==> src/oirr_defines.svh <==
`ifndef OIRR_DEFINES_SVH
`define OIRR_DEFINES_SVH

// ==========================================================
// register offsets (byte addresses)
`define OIRR_VER_OFS 8'h00
`define OIRR_ROM_OFS 8'h04
`define OIRR_RTRY_OFS 8'h08

// ==========================================================
// field positions
`define OIRR_PRESENT_BIT 24
`define OIRR_CLEAR_BIT 31
`define OIRR_GO_BIT 25
`define OIRR_BYTE_LSB 16
`define OIRR_MINI_BIT 5
`define OIRR_LIMIT_W 4

// ==========================================================
// constant field values and reset values
`define OIRR_MAJOR 8'h01
`define OIRR_MINOR 8'h10
`define OIRR_MINI_PTR 8'h20
`define OIRR_MINI_NONE 8'h00
`define OIRR_MINI_BYTE 8'h06
`define OIRR_RTRY_RESET 12'h000
`define OIRR_UNITS 3

`endif

==> src/oirr_pkg.sv <==
`default_nettype none

package oirr_pkg;

  // ==========================================================
  // rom sequencer states
  typedef enum logic [2:0] {
    ST_BOOT,
    ST_LOAD,
    ST_IDLE,
    ST_CLEAR,
    ST_FETCH
  } oirr_state_type;

endpackage

`default_nettype wire

==> src/oirr_regs.sv <==
// Behaviour
// - version word bits 31:25 and 15:8 always read zero.
// - version bit 24 reads 1 when a serial rom was detected, else 0.
// - with a rom present, bus info block loads itself after hardware reset.
// - version bits 23:16 read constant 01h.
// - version bits 7:0 read constant 10h.
// - rom access register is only meaningful when the present bit is 1.
// - writing 1 to bit 31 zeroes rom address; hardware clears bit when done.
// - address clear does not fetch byte zero; read byte keeps old value.
// - writing 1 to bit 25 reads current byte; hardware clears it when done.
// - fetched rom byte lands in bits 23:16, written by hardware only.
// - rom access bits 30:26, 24 and 15:8 always read zero.
// - mini image pointer bits 7:0 read zero by default.
// - if rom byte 6h bit 5 is set, pointer reads 20h.
// - retry register bits 31:29 read zero.
// - retry register bits 28:16 read zero.
// - retry register bits 15:12 read zero.
// - bits 11:8 limit physical response unit retries after busy or data error.
// - bits 7:4 limit async response unit retries after busy or data error.
// - bits 3:0 limit async request unit retries after busy or data error.

`include "oirr_defines.svh"
`default_nettype none

module oirr_regs
  import oirr_pkg::*;
#(
  parameter int ROM_AW = 8,
  parameter int BIB_BYTES = 16
) (
  // clock, reset, enable
  input wire logic clk,
  input wire logic rst_n,
  input wire logic clkEn,
  // register port
  input wire logic [7:0] regAddr,
  input wire logic [31:0] regWrData,
  input wire logic regWrite,
  input wire logic regRead,
  output logic [31:0] regRdData,
  // serial rom byte port
  input wire logic romDetected,
  output logic romReq,
  output logic [ROM_AW-1:0] romAddr,
  input wire logic romAck,
  input wire logic [7:0] romData,
  // bus information block
  output logic [8*BIB_BYTES-1:0] busInfoBlock,
  output logic busInfoValid,
  // transmit units: 0 request, 1 async response, 2 physical response
  input wire logic [`OIRR_UNITS-1:0] unitAttemptDone,
  input wire logic [`OIRR_UNITS-1:0] unitAckRetryable,
  input wire logic [`OIRR_UNITS*4-1:0] unitAckCode,
  output logic [`OIRR_UNITS-1:0] unitRetry,
  output logic [`OIRR_UNITS-1:0] unitComplete,
  output logic [`OIRR_UNITS*4-1:0] unitStatus
);

  // ==========================================================
  // declarations
  oirr_state_type state;
  logic romPresent;
  logic miniFlag;
  logic addrClear;
  logic readGo;
  logic [ROM_AW-1:0] byteAddr;
  logic [ROM_AW-1:0] loadIdx;
  logic [7:0] readByte;
  logic [`OIRR_UNITS*4-1:0] retryLimits;
  logic [`OIRR_LIMIT_W-1:0] retryCnt [`OIRR_UNITS];
  logic [31:0] readMux;
  logic romWrite;
  logic rtryWrite;
  logic loadLast;

  function automatic logic hit(input logic [7:0] addr, input logic [7:0] ofs);
    return addr == ofs;
  endfunction

  assign romWrite = regWrite && hit(regAddr, `OIRR_ROM_OFS);
  assign rtryWrite = regWrite && hit(regAddr, `OIRR_RTRY_OFS);
  assign loadLast = loadIdx == ROM_AW'(BIB_BYTES - 1);

  // ==========================================================
  // rom sequencer
  always_ff @(posedge clk) begin
    if (!rst_n) begin
      state <= ST_BOOT;
    end else if (clkEn) begin
      case (state)
        ST_BOOT: begin
          state <= romDetected ? ST_LOAD : ST_IDLE;
        end
        ST_LOAD: begin
          if (romAck && loadLast) begin
            state <= ST_IDLE;
          end
        end
        ST_IDLE: begin
          // clear goes first so a combined write reads byte zero
          if (addrClear) begin
            state <= ST_CLEAR;
          end else if (readGo) begin
            state <= ST_FETCH;
          end
        end
        ST_CLEAR: begin
          state <= ST_IDLE;
        end
        ST_FETCH: begin
          if (romAck) begin
            state <= ST_IDLE;
          end
        end
        default: begin
          state <= ST_BOOT;
        end
      endcase
    end
  end

  assign romReq = (state == ST_LOAD) || (state == ST_FETCH);
  assign romAddr = (state == ST_LOAD) ? loadIdx : byteAddr;

  // strap caught one clock after reset release, never under reset
  always_ff @(posedge clk) begin
    if (!rst_n) begin
      romPresent <= 1'b0;
    end else if (clkEn && state == ST_BOOT) begin
      romPresent <= romDetected;
    end
  end

  // ==========================================================
  // bus information block load
  always_ff @(posedge clk) begin
    if (!rst_n) begin
      loadIdx <= '0;
      busInfoBlock <= '0;
      busInfoValid <= 1'b0;
      miniFlag <= 1'b0;
    end else if (clkEn && state == ST_LOAD && romAck) begin
      busInfoBlock[int'(loadIdx) * 8 +: 8] <= romData;
      loadIdx <= loadIdx + 1'b1;
      if (loadIdx == ROM_AW'(`OIRR_MINI_BYTE)) begin
        miniFlag <= romData[`OIRR_MINI_BIT];
      end
      if (loadLast) begin
        busInfoValid <= 1'b1;
      end
    end
  end

  // ==========================================================
  // rom access control bits, software set wins over hardware clear
  always_ff @(posedge clk) begin
    if (!rst_n) begin
      addrClear <= 1'b0;
    end else if (clkEn) begin
      if (romWrite && romPresent && regWrData[`OIRR_CLEAR_BIT]) begin
        addrClear <= 1'b1;
      end else if (state == ST_CLEAR) begin
        addrClear <= 1'b0;
      end
    end
  end

  always_ff @(posedge clk) begin
    if (!rst_n) begin
      readGo <= 1'b0;
    end else if (clkEn) begin
      if (romWrite && romPresent && regWrData[`OIRR_GO_BIT]) begin
        readGo <= 1'b1;
      end else if (state == ST_FETCH && romAck) begin
        readGo <= 1'b0;
      end
    end
  end

  // ==========================================================
  // rom byte address and read byte
  always_ff @(posedge clk) begin
    if (!rst_n) begin
      byteAddr <= '0;
      readByte <= 8'h00;
    end else if (clkEn) begin
      if (state == ST_CLEAR) begin
        byteAddr <= '0;
      end else if (state == ST_FETCH && romAck) begin
        byteAddr <= byteAddr + 1'b1;
        readByte <= romData;
      end
    end
  end

  // ==========================================================
  // retry limits register
  always_ff @(posedge clk) begin
    if (!rst_n) begin
      retryLimits <= `OIRR_RTRY_RESET;
    end else if (clkEn && rtryWrite) begin
      retryLimits <= regWrData[`OIRR_UNITS*4-1:0];
    end
  end

  // ==========================================================
  // per unit retry counting
  always_ff @(posedge clk) begin
    if (!rst_n) begin
      for (int u = 0; u < `OIRR_UNITS; u++) begin
        retryCnt[u] <= '0;
      end
      unitRetry <= '0;
      unitComplete <= '0;
      unitStatus <= '0;
    end else if (clkEn) begin
      for (int u = 0; u < `OIRR_UNITS; u++) begin
        unitRetry[u] <= 1'b0;
        unitComplete[u] <= 1'b0;
        if (unitAttemptDone[u]) begin
          if (unitAckRetryable[u] && retryCnt[u] < retryLimits[4*u +: 4]) begin
            unitRetry[u] <= 1'b1;
            retryCnt[u] <= retryCnt[u] + 1'b1;
          end else begin
            unitComplete[u] <= 1'b1;
            unitStatus[4*u +: 4] <= unitAckCode[4*u +: 4];
            retryCnt[u] <= '0;
          end
        end
      end
    end
  end

  // ==========================================================
  // register read
  always_comb begin
    readMux = 32'h0000_0000;
    if (hit(regAddr, `OIRR_VER_OFS)) begin
      readMux[`OIRR_PRESENT_BIT] = romPresent;
      readMux[`OIRR_BYTE_LSB +: 8] = `OIRR_MAJOR;
      readMux[7:0] = `OIRR_MINOR;
    end else if (hit(regAddr, `OIRR_ROM_OFS)) begin
      readMux[`OIRR_CLEAR_BIT] = addrClear;
      readMux[`OIRR_GO_BIT] = readGo;
      readMux[`OIRR_BYTE_LSB +: 8] = readByte;
      readMux[7:0] = miniFlag ? `OIRR_MINI_PTR : `OIRR_MINI_NONE;
    end else if (hit(regAddr, `OIRR_RTRY_OFS)) begin
      readMux[`OIRR_UNITS*4-1:0] = retryLimits;
    end
  end

  // data stands only in the cycle after the strobe
  always_ff @(posedge clk) begin
    if (!rst_n) begin
      regRdData <= 32'h0000_0000;
    end else if (clkEn) begin
      regRdData <= regRead ? readMux : 32'h0000_0000;
    end
  end

  // ==========================================================
  // checks
  property p_ver_rsvd;
    @(posedge clk) disable iff (!rst_n)
    clkEn && regRead && hit(regAddr, `OIRR_VER_OFS)
      |=> regRdData[31:25] == 7'h00 && regRdData[15:8] == 8'h00;
  endproperty
  a_ver_rsvd: assert property (p_ver_rsvd) else $error("version reserved bits set");
  property p_ver_present;
    @(posedge clk) disable iff (!rst_n)
    clkEn && regRead && hit(regAddr, `OIRR_VER_OFS)
      |=> regRdData[`OIRR_PRESENT_BIT] == $past(romPresent);
  endproperty
  a_ver_present: assert property (p_ver_present) else $error("present bit wrong");
  property p_load_needs_rom;
    @(posedge clk) disable iff (!rst_n)
    $rose(busInfoValid) |-> romPresent && state == ST_IDLE;
  endproperty
  a_load_needs_rom: assert property (p_load_needs_rom) else $error("load without rom");
  property p_ver_major;
    @(posedge clk) disable iff (!rst_n)
    clkEn && regRead && hit(regAddr, `OIRR_VER_OFS) |=> regRdData[23:16] == 8'h01;
  endproperty
  a_ver_major: assert property (p_ver_major) else $error("major version wrong");
  property p_ver_minor;
    @(posedge clk) disable iff (!rst_n)
    clkEn && regRead && hit(regAddr, `OIRR_VER_OFS) |=> regRdData[7:0] == 8'h10;
  endproperty
  a_ver_minor: assert property (p_ver_minor) else $error("minor version wrong");

  property p_clear_done;
    @(posedge clk) disable iff (!rst_n)
    clkEn && state == ST_IDLE && addrClear ##1 clkEn
      |=> byteAddr == '0 && (!addrClear || $past(romWrite));
  endproperty
  a_clear_done: assert property (p_clear_done) else $error("address clear not done");
  property p_clear_keeps;
    @(posedge clk) disable iff (!rst_n)
    clkEn && state == ST_CLEAR |=> readByte == $past(readByte) && !romReq;
  endproperty
  a_clear_keeps: assert property (p_clear_keeps) else $error("clear fetched a byte");
  property p_go_clears;
    @(posedge clk) disable iff (!rst_n)
    clkEn && state == ST_FETCH && romAck && !romWrite |=> !readGo;
  endproperty
  a_go_clears: assert property (p_go_clears) else $error("read go not cleared");
  property p_byte_lands;
    @(posedge clk) disable iff (!rst_n)
    clkEn && state == ST_FETCH && romAck ##1 clkEn && regRead && hit(regAddr, `OIRR_ROM_OFS)
      |=> regRdData[23:16] == $past(romData, 2);
  endproperty
  a_byte_lands: assert property (p_byte_lands) else $error("read byte not shown");
  property p_rom_rsvd;
    @(posedge clk) disable iff (!rst_n)
    clkEn && regRead && hit(regAddr, `OIRR_ROM_OFS)
      |=> regRdData[30:26] == 5'h00 && !regRdData[24] && regRdData[15:8] == 8'h00;
  endproperty
  a_rom_rsvd: assert property (p_rom_rsvd) else $error("rom reserved bits set");
  property p_mini;
    @(posedge clk) disable iff (!rst_n)
    clkEn && regRead && hit(regAddr, `OIRR_ROM_OFS)
      |=> regRdData[7:0] == ($past(miniFlag) ? 8'h20 : 8'h00);
  endproperty
  a_mini: assert property (p_mini) else $error("mini pointer wrong");

  property p_rtry_rsvd;
    @(posedge clk) disable iff (!rst_n)
    clkEn && regRead && hit(regAddr, `OIRR_RTRY_OFS)
      |=> regRdData[31:12] == 20'h00000 && regRdData[11:0] == $past(retryLimits);
  endproperty
  a_rtry_rsvd: assert property (p_rtry_rsvd) else $error("retry upper bits set");
  property p_phys_limit;
    @(posedge clk) disable iff (!rst_n)
    clkEn && unitAttemptDone[2] && unitAckRetryable[2] && retryCnt[2] < retryLimits[11:8]
      |=> unitRetry[2] && !unitComplete[2];
  endproperty
  a_phys_limit: assert property (p_phys_limit) else $error("phys unit no retry");
  property p_resp_limit;
    @(posedge clk) disable iff (!rst_n)
    clkEn && unitAttemptDone[1] && unitAckRetryable[1] && retryCnt[1] < retryLimits[7:4]
      |=> unitRetry[1] && !unitComplete[1];
  endproperty
  a_resp_limit: assert property (p_resp_limit) else $error("response unit no retry");
  property p_req_limit;
    @(posedge clk) disable iff (!rst_n)
    clkEn && unitAttemptDone[0] && unitAckRetryable[0] && retryCnt[0] < retryLimits[3:0]
      |=> unitRetry[0] && !unitComplete[0];
  endproperty
  a_req_limit: assert property (p_req_limit) else $error("request unit no retry");
  property p_give_up;
    @(posedge clk) disable iff (!rst_n)
    clkEn && unitAttemptDone[0] && (!unitAckRetryable[0] || retryCnt[0] >= retryLimits[3:0])
      |=> unitComplete[0] && !unitRetry[0] && unitStatus[3:0] == $past(unitAckCode[3:0])
          && retryCnt[0] == '0;
  endproperty
  a_give_up: assert property (p_give_up) else $error("unit did not give up");

  property p_addr_step;
    @(posedge clk) disable iff (!rst_n)
    clkEn && state == ST_FETCH && romAck |=> byteAddr == $past(byteAddr) + 1'b1;
  endproperty
  a_addr_step: assert property (p_addr_step) else $error("rom address not advanced");

endmodule // oirr_regs

`default_nettype wire

==> config.mk <==
export PLATFORM = sky130hd
export DESIGN_NAME = oirr_regs
export DESIGN_NICKNAME = d
export VERILOG_FILES = /design/src/oirr_pkg.sv /design/src/oirr_regs.sv
export VERILOG_INCLUDE_DIRS = /design/src
export SDC_FILE = /design/constraint.sdc
export NUM_CORES = 1
export LEC_CHECK = 0
export ABC_AREA = 1
export ABC_CLOCK_PERIOD_IN_PS = 3800
export BUFFER_PORTS_ARGS = -buffer_cell sky130_fd_sc_hd__buf_2
export CORE_MARGIN = 8
export CORE_UTILIZATION = 55
export CTS_BUF_LIST = sky130_fd_sc_hd__clkbuf_2
export CTS_CLUSTER_DIAMETER = 60
export DETAILED_ROUTE_END_ITERATION = 6
export GPL_ROUTABILITY_DRIVEN = 0
export PLACE_DENSITY = 0.88
export SLEW_MARGIN = 30
export SYNTH_ARGS = -nofsm -noshare
export SYNTH_HDL_FRONTEND = slang
export SYNTH_SLANG_ARGS = --single-unit
==> constraint.sdc <==
create_clock -name clk -period 3.8 [get_ports clk]
set_input_delay 0.95 -clock clk [delete_from_list [all_inputs] [get_ports clk]]
set_output_delay 0.95 -clock clk [all_outputs]
set_load 0.01 [all_outputs]
After elaboration in Yosys (flattened, before gate mapping)
Memory sizes are Yosys's and may differ from the RTL's.
Index checks and enable logic that the tools add are counted.

cells by class
  add/subtract/negate cells = 6
  multiply operators = 0
  div/mod/pow operators = 0
  magnitude comparators = 3
  eq/ne operators = 11
  shift operators = 2
  mux-type cells = 65
  bitwise logic cells = 10
  reduce and logical (&&, ||, !) cells = 30

operators with widths
  kind                                                                      count
  128-bit bitwise mux                                                       1
  8-bit by 33-bit variable shift with 128-bit output, first input constant  1
  8-bit by 33-bit indexed part select with 128-bit output                   1
  8-bit 2-to-1 mux                                                          7
  1-bit 2-to-1 mux                                                          40
  11-bit negation with 33-bit output                                        1
  32-bit 2-to-1 mux                                                         1
  4-bit 2-to-1 mux                                                          8
  8-bit by 1-bit adder with 8-bit output, second input constant             2
  8-bit by 3-bit equality test with 1-bit output, second input constant     2
  8-bit by 4-bit equality test with 1-bit output, second input constant     2
  3-bit case mux with 5 select lines                                        1
  1-bit logical AND                                                         14
  4-bit by 1-bit adder with 4-bit output, second input constant             3
  4-bit less-than comparator                                                3
  12-bit 2-to-1 mux                                                         1
  3-bit 2-to-1 mux                                                          4
  3-bit AND reduction                                                       4
  2-bit AND reduction                                                       5
  8-bit logical NOT                                                         1
  3-bit by 2-bit equality test with 1-bit output, second input constant     2
  6-bit 2-to-1 mux                                                          1
  1-bit bitwise OR                                                          6
  2-bit nonzero test                                                        3
  other kinds (9)                                                           13

storage, ports and cells
  register bits after elaboration = 222
  latch bits = 0
  RAM bits = 12
  ROM bits = 0
  output and inout port bits = 188
  memories kept = 1

memories
  memory    depth  width  read ports  clocked after memory_dff  wr ports  RTL line         text
  retryCnt  3      4      3           0                         3         oirr_regs.sv:70  logic [`OIRR_LIMIT_W-1:0] retryCnt [`OIRR_UNITS];

Depth between registers and ports, before layout
Gate-level depths: netlist (run 1).
An unclocked memory read counts as a cell.

  depth in word-level cells = 10
  mapped depth = 18

Worst setup path before layout (run 1)
Ideal clock, no wire load.

  path type = in2reg
  from = input port clkEn
  to = register busInfoBlock[48]
  arrival = 2.235 ns
  data required time = 3.684 ns
  setup slack = 1.449 ns
  stages on the path = 11
  path buffers = 2
  cell sequence = buf_2 nand2_1 inv_1 nand2_2 nor2_4 nand2_4 nor2_4 buf_4 nand2_1 o21ai_0 nor2_1

on the way
  longest elaborated chain between the ends = 2

RTL lines
  item                            RTL line          text
  start: declaration              oirr_regs.sv:34   input wire logic clkEn,
  1-bit logical AND (2 in a row)  oirr_regs.sv:142  end else if (clkEn && state == ST_LOAD && romAck) begin
  end signal: indexed assignment  oirr_regs.sv:143  busInfoBlock[int'(loadIdx) * 8 +: 8] <= romData;
  end: declaration                oirr_regs.sv:48   output logic [8*BIB_BYTES-1:0] busInfoBlock,

Every way passes these cells.
A chain may end at the register's enable or synchronous reset.

Worst setup path after layout (run 1)
  from = register loadIdx[0]
  to = register busInfoBlock[60]

on the way
  longest elaborated chain between the ends = 3

RTL lines
  item                                                                                                                                  RTL line          text
  start: declaration                                                                                                                    oirr_regs.sv:67   logic [ROM_AW-1:0] loadIdx;
  start signal: assignment                                                                                                              oirr_regs.sv:144  loadIdx <= loadIdx + 1'b1;
  11-bit negation with 33-bit output *                                                                                                  oirr_regs.sv:143
  8-bit by 33-bit indexed part select with 128-bit output / 8-bit by 33-bit variable shift with 128-bit output (equally long branches)  oirr_regs.sv:143
  128-bit bitwise mux *                                                                                                                 oirr_regs.sv:143

Mark *: on every way between the ends. The rest lies on a longest branch, timed or not.

==> flow_summary.ini, run 1 <==
[outcome]
outcome = finished clean

[drt]
drt-initial-drc-count = 649
wl_per_cell_um = 15.0
dr_total_vias = 10200
drc = 0
totalWireLength_um = 29400
wl_met2_um = 13900
post_drt_via_cell_ratio = 5.23
wl_met3_um = 2640
ant_nets = 0
wl_met1_um = 11800
highest_layer = met4
dr.pass1.iters = 7

[sta]
rsz0062_at_grt = no
slew_viol_final = 0
period_share = 0.850
max_freq_mhz = 310
hold_viol = 0
worstMarginPinSlew_ps = 931
setup_viol = 0
min_period_ps = 3230
skew_ps = 90.7
max-slew-margin-rel = 0.379
setup_ws_ps = 569
tns_ps = 0

[critical_path]
crit_path_end_kind = register
worstPathArrival_ps = 3990
critPathKind = reg -> reg
cp_max_fo = 20
reg2reg_depth = 14
critPathRequiredTime_ps = 4560
worstSetupStartpointType = register

[global_routing]
grt_pass1_wl_um = 47100
grt_usage = 0.241
antenna_found_initial = 1
first_global_vias = 9663
gr-total-overflow = 0
grt_max_degree = 103

[power]
ir_worst_vdd_mv = 0.181
power_density_mw_per_mm2 = 388
power.total_uw = 4650
p_leak_uw = 0.00580

[clock_tree]
htreeDepth = 2
root_buffer = clkbuf_2
post_cts_resized = 0
post_cts_buffers = 0
cts_buffers = 57
cts_buffer_depth = 3
cts_sinks = 225
insertion_delay_ps = 860
cts_hold_buffers = 0
cts_tree = built
path_clk_slew_ps = 100

[synthesis]
ys_warn_count = 0
ys_ff_latch = 225
yosysMostFrequentCell = nand2_1
ys_seq_area_frac = 0.446
syn_inst = 1440
ys.flop_type = dfxtp_1
synth_cell_types = 46
synth_area_leaders = dfxtp_1 42%, nand2_1 10%, nor2_1 9.7%
netlist_area_mm2 = 0.0103
synth_enable_flop_cells = 8
netlist.area_leader.share = 0.423
synthTopCellsByCount = 281 x nand2_1, 265 x nor2_1, 217 x dfxtp_1, 157 x inv_1, 110 x o21ai_0
yosys.area.top_type = dfxtp_1
async_flop_share = 0
avgSynthCellArea_um2 = 7.14

[finish]
final_nets = 1768
layout-drive-gt1-share = 0.227
fill_cells = 1651
area_growth_pct = 16.7

[floorplanning]
die_height_um = 153
boundaryPins = 261
die_x_um = 153
core_area_mm2 = 0.0185
die_area_mm2 = 0.0233
fp-row-count = 50
initial_core_util = 0.555

[place]
dp_slack_ps = 611
io_buffers = 233
dp.final_hpwl_um = 21300

[worst_hold_path]
hp-class = in -> reg
holdPathStages = 3

[job]
cap_viol_max_count = 0
[final cells by class]
cell class	count	area, um2	share of cell area
Sequential cell	225	4580	0.382
Clock buffer	80	400	0.0334
Multi-Input combinational cell	973	4680	0.390
Antenna cell	1	2.50	0.000209
Clock inverter	20	110	0.00918
Inverter	180	679	0.0567
Timing Repair Buffer	241	1240	0.104
Tap cell	234	293	0.0244
[stage by stage]
step	util	cells	hold WS, ps	area (um2)
detailed placement	0.620	1853	451	11500
global placement	0.620	1853	444	11500
floorplan	-	1448	437	10300
CTS	0.647	1953	295	12000
finish	0.648	1954	364	12000
global route	0.648	1954	338	12000
[routing by layer]
metal,track usage,up-vias
li1,-,5099
met1,0.277,4581
met2,0.407,464
met3,0.0698,78
met4,0.112,0
met5,0,-
[placed cells by master (no fill, tap or decap), types with 5 or more instances in the layout]
master and count:
a211oi_1 5, a21oi_1 102, buf_2 232, buf_4 8, clkbuf_2 80, clkinv_1 19, clkinv_2 5, conb_1 9
dfxtp_1 217, edfxtp_1 8, ha_1 17, inv_1 156, inv_2 17, nand2_1 281, nand2_2 9, nand3_1 40
nand4_1 48, nor2_1 265, nor2_2 12, nor2_4 7, nor3_1 19, nor4_1 11, o21ai_0 110
[path summary, 6_finish.rpt]
check        slack (ps)                      from                       endpoint
min                 360              regWrData[8]    retryLimits[8]$_SDFFE_PN0P_
max                 570   loadIdx[0]$_SDFFE_PN0P_  busInfoBlock[60]$_SDFFE_PN0P_
max reg2reg         570   loadIdx[0]$_SDFFE_PN0P_  busInfoBlock[60]$_SDFFE_PN0P_
min reg2reg         430  readByte[2]$_SDFFE_PN0P_     regRdData[18]$_SDFFE_PN0P_
[report_power, final]
group	leakage (uW)	switching [uW]	total, uW	internal (uW)
combinational	0.00358	412	572	160
clock	0.000384	979	1620	637
sequential	0.00184	42.4	2460	2420
total	0.00580	1430	4650	3210
[critical path: stages (launching register included)]
cell,delay (ps)
dfxtp_1,790
inv_4,160
nand2_2,150
nor2_4,60
ha_1,270
inv_1,80
nand3_1,70
nor2_1,150
nand3b_2,120
nand2_4,140
nand4_4,100
nor2_4,430
nand2_2,270
o21ai_0,260
nor2_1,70
[registers in the layout (all words and copies together) (netlist names)]
signal        count
busInfoBlock    128
regRdData        23
retryCnt         12
retryLimits      12
unitStatus       12
byteAddr          8
loadIdx           8
readByte          8
state             3
unitComplete      3
unitRetry         3
addrClear         1
busInfoValid      1
miniFlag          1
readGo            1
romPresent        1
[cell families (layout without fill, tap and decap cells)]
family          count (synthesis)  in the layout  share of synthesized area
simple gates                  715            715                      0.313
buf+inv                       250            521                      0.102
compound gates                227            227                      0.114
flops                         225            225                      0.446
fa+ha+maj                      17             17                     0.0207
xor+xnor                        5              5                    0.00426
other cells                     1             10                   0.000365
Note: power is estimated with default switching activity, not from simulation.
==> run 2, diff against run 1 <==
--- a/config.mk
+++ b/config.mk
@@ -16,6 +16,7 @@
 export DETAILED_ROUTE_END_ITERATION = 6
 export GPL_ROUTABILITY_DRIVEN = 0
 export PLACE_DENSITY = 0.88
+export RECOVER_POWER = 25
 export SLEW_MARGIN = 30
 export SYNTH_ARGS = -nofsm -noshare
 export SYNTH_HDL_FRONTEND = slang
==> run 2 against run 1 <==
Against the previous run: first-iteration DRC count rose by 4.8%; clock power about the same; utilization fell by 0.068 points; global-route usage did not move; hold slack worse by 6.2 ps; register-to-register slack got worse by 50 ps.
==> flow_summary.ini, run 2 (synthesis gave the netlist of run 1 again) <==
[outcome]
outcome = finished clean

[floorplanning]
core_area_mm2 = 0.0185
initial_core_util = 0.555
die_x_um = 153
die_area_mm2 = 0.0233
boundaryPins = 261
die_height_um = 153
fp-row-count = 50

[sta]
skew_ps = 84.3
tns_ps = 0
hold_viol = 0
holdWs_ps = 358
period_share = 0.863
worstMarginPinSlew_ps = 930
max_freq_mhz = 305
setup_ws_ps = 522
max-slew-margin-rel = 0.379
rsz0062_at_grt = no
setup_viol = 0
min_period_ps = 3280
slew_viol_final = 0

[clock_tree]
path_clk_slew_ps = 100
cts_hold_buffers = 0
post_cts_buffers = 0
cts_buffers = 57
cts_buffer_depth = 3
post_cts_resized = 0
cts_sinks = 225
root_buffer = clkbuf_2
htreeDepth = 2
cts_tree = built
insertion_delay_ps = 850

[global_routing]
grt_usage = 0.241
antenna_found_initial = 1
grt_pass1_wl_um = 47100
gr-total-overflow = 0
first_global_vias = 9663
grt_max_degree = 103

[finish]
seq_area_mm2 = 0.00458
stdcell_area_mm2 = 0.0120
largest_register_ffs = 128
area_growth_pct = 16.5
mostFrequentLayoutCell = nand2_1
fill_cells = 1657
top_register = busInfoBlock
final_nets = 1768
reg.largest.list = busInfoBlock: 128 flops, regRdData: 23 flops
multi_input_area_mm2 = 0.00468
layout-drive-gt1-share = 0.225
final_cell_mix = 282 x nand2_1, 265 x nor2_1, 230 x buf_2

[drt]
drc = 0
drt-initial-drc-count = 680
dr_total_vias = 10200
ant_nets = 0
dr.pass1.iters = 5
post_drt_via_cell_ratio = 5.25
wl_per_cell_um = 15.1
totalWireLength_um = 29400

[critical_path]
worstSetupStartpointType = register
crit_path_end_kind = register
cp_max_fo = 20
critPathKind = reg -> reg
critPathRequiredTime_ps = 4560
worstPathArrival_ps = 4030

[place]
dp.final_hpwl_um = 21300
io_buffers = 233
dpl-instance-area_mm2 = 0.0115
dp_slack_ps = 611

[power]
p_leak_uw = 0.00578
ir_worst_vdd_mv = 0.183
power_density_mw_per_mm2 = 388

[worst_hold_path]
hp-class = in -> reg

[job]
cap_viol_max_count = 0
==> run 2: stage by stage <==
stage | total power, uW | std cells | utilization
3_5_place_dp | 3080 | 1853 | 0.620
6_report | 4650 | 1954 | 0.647
5_1_grt | 4860 | 1954 | 0.647
3_3_place_gp | 3060 | 1853 | 0.620
4_1_cts | 4670 | 1953 | 0.647
2_1_floorplan | 2920 | 1448 | -
==> run 2: path summary, 6_finish.rpt <==
kind                            start                            end  slack [ps]  cells after the start
min                      regWrData[8]    retryLimits[8]$_SDFFE_PN0P_         360                      3
max           loadIdx[0]$_SDFFE_PN0P_  busInfoBlock[60]$_SDFFE_PN0P_         520                     14
max reg2reg   loadIdx[0]$_SDFFE_PN0P_  busInfoBlock[60]$_SDFFE_PN0P_         520                     14
min reg2reg  readByte[2]$_SDFFE_PN0P_     regRdData[18]$_SDFFE_PN0P_         430                      2
==> run 2: report_power, final <==
part	leakage (uW)	internal [uW]	switching, uW
clock	0.000384	637	980
sequential	0.00184	2420	42.6
combinational	0.00356	158	411
total	0.00578	3210	1430
==> run 2: worst max-delay path: stages (launching register included) <==
cell and delay [ps]:
dfxtp_1 800, inv_4 160, nand2_2 150, nor2_4 60, ha_1 280, inv_1 80
nand3_1 70, nor2_1 170, nand3b_2 130, nand2_4 140, nand4_4 100, nor2_4 440
nand2_2 270, o21ai_0 250, nor2_1 70
==> run 2: area by class of cell <==
class                           count  share of cell area
Timing Repair Buffer              241               0.103
Sequential cell                   225               0.383
Tap cell                          234              0.0244
Clock inverter                     20             0.00919
Antenna cell                        1            0.000209
Multi-Input combinational cell    973               0.390
Clock buffer                       80              0.0334
Inverter                          180              0.0567
==> run 2: routing by layer <==
| layer | vias up | GRT usage | routed length (um) |
|---|---|---|---|
| li1 | 5100 | - | - |
| met1 | 4637 | 0.277 | 11900 |
| met2 | 437 | 0.407 | 13900 |
| met3 | 75 | 0.0698 | 2590 |
| met4 | 0 | 0.112 | 1080 |
| met5 | - | 0 | 0 |
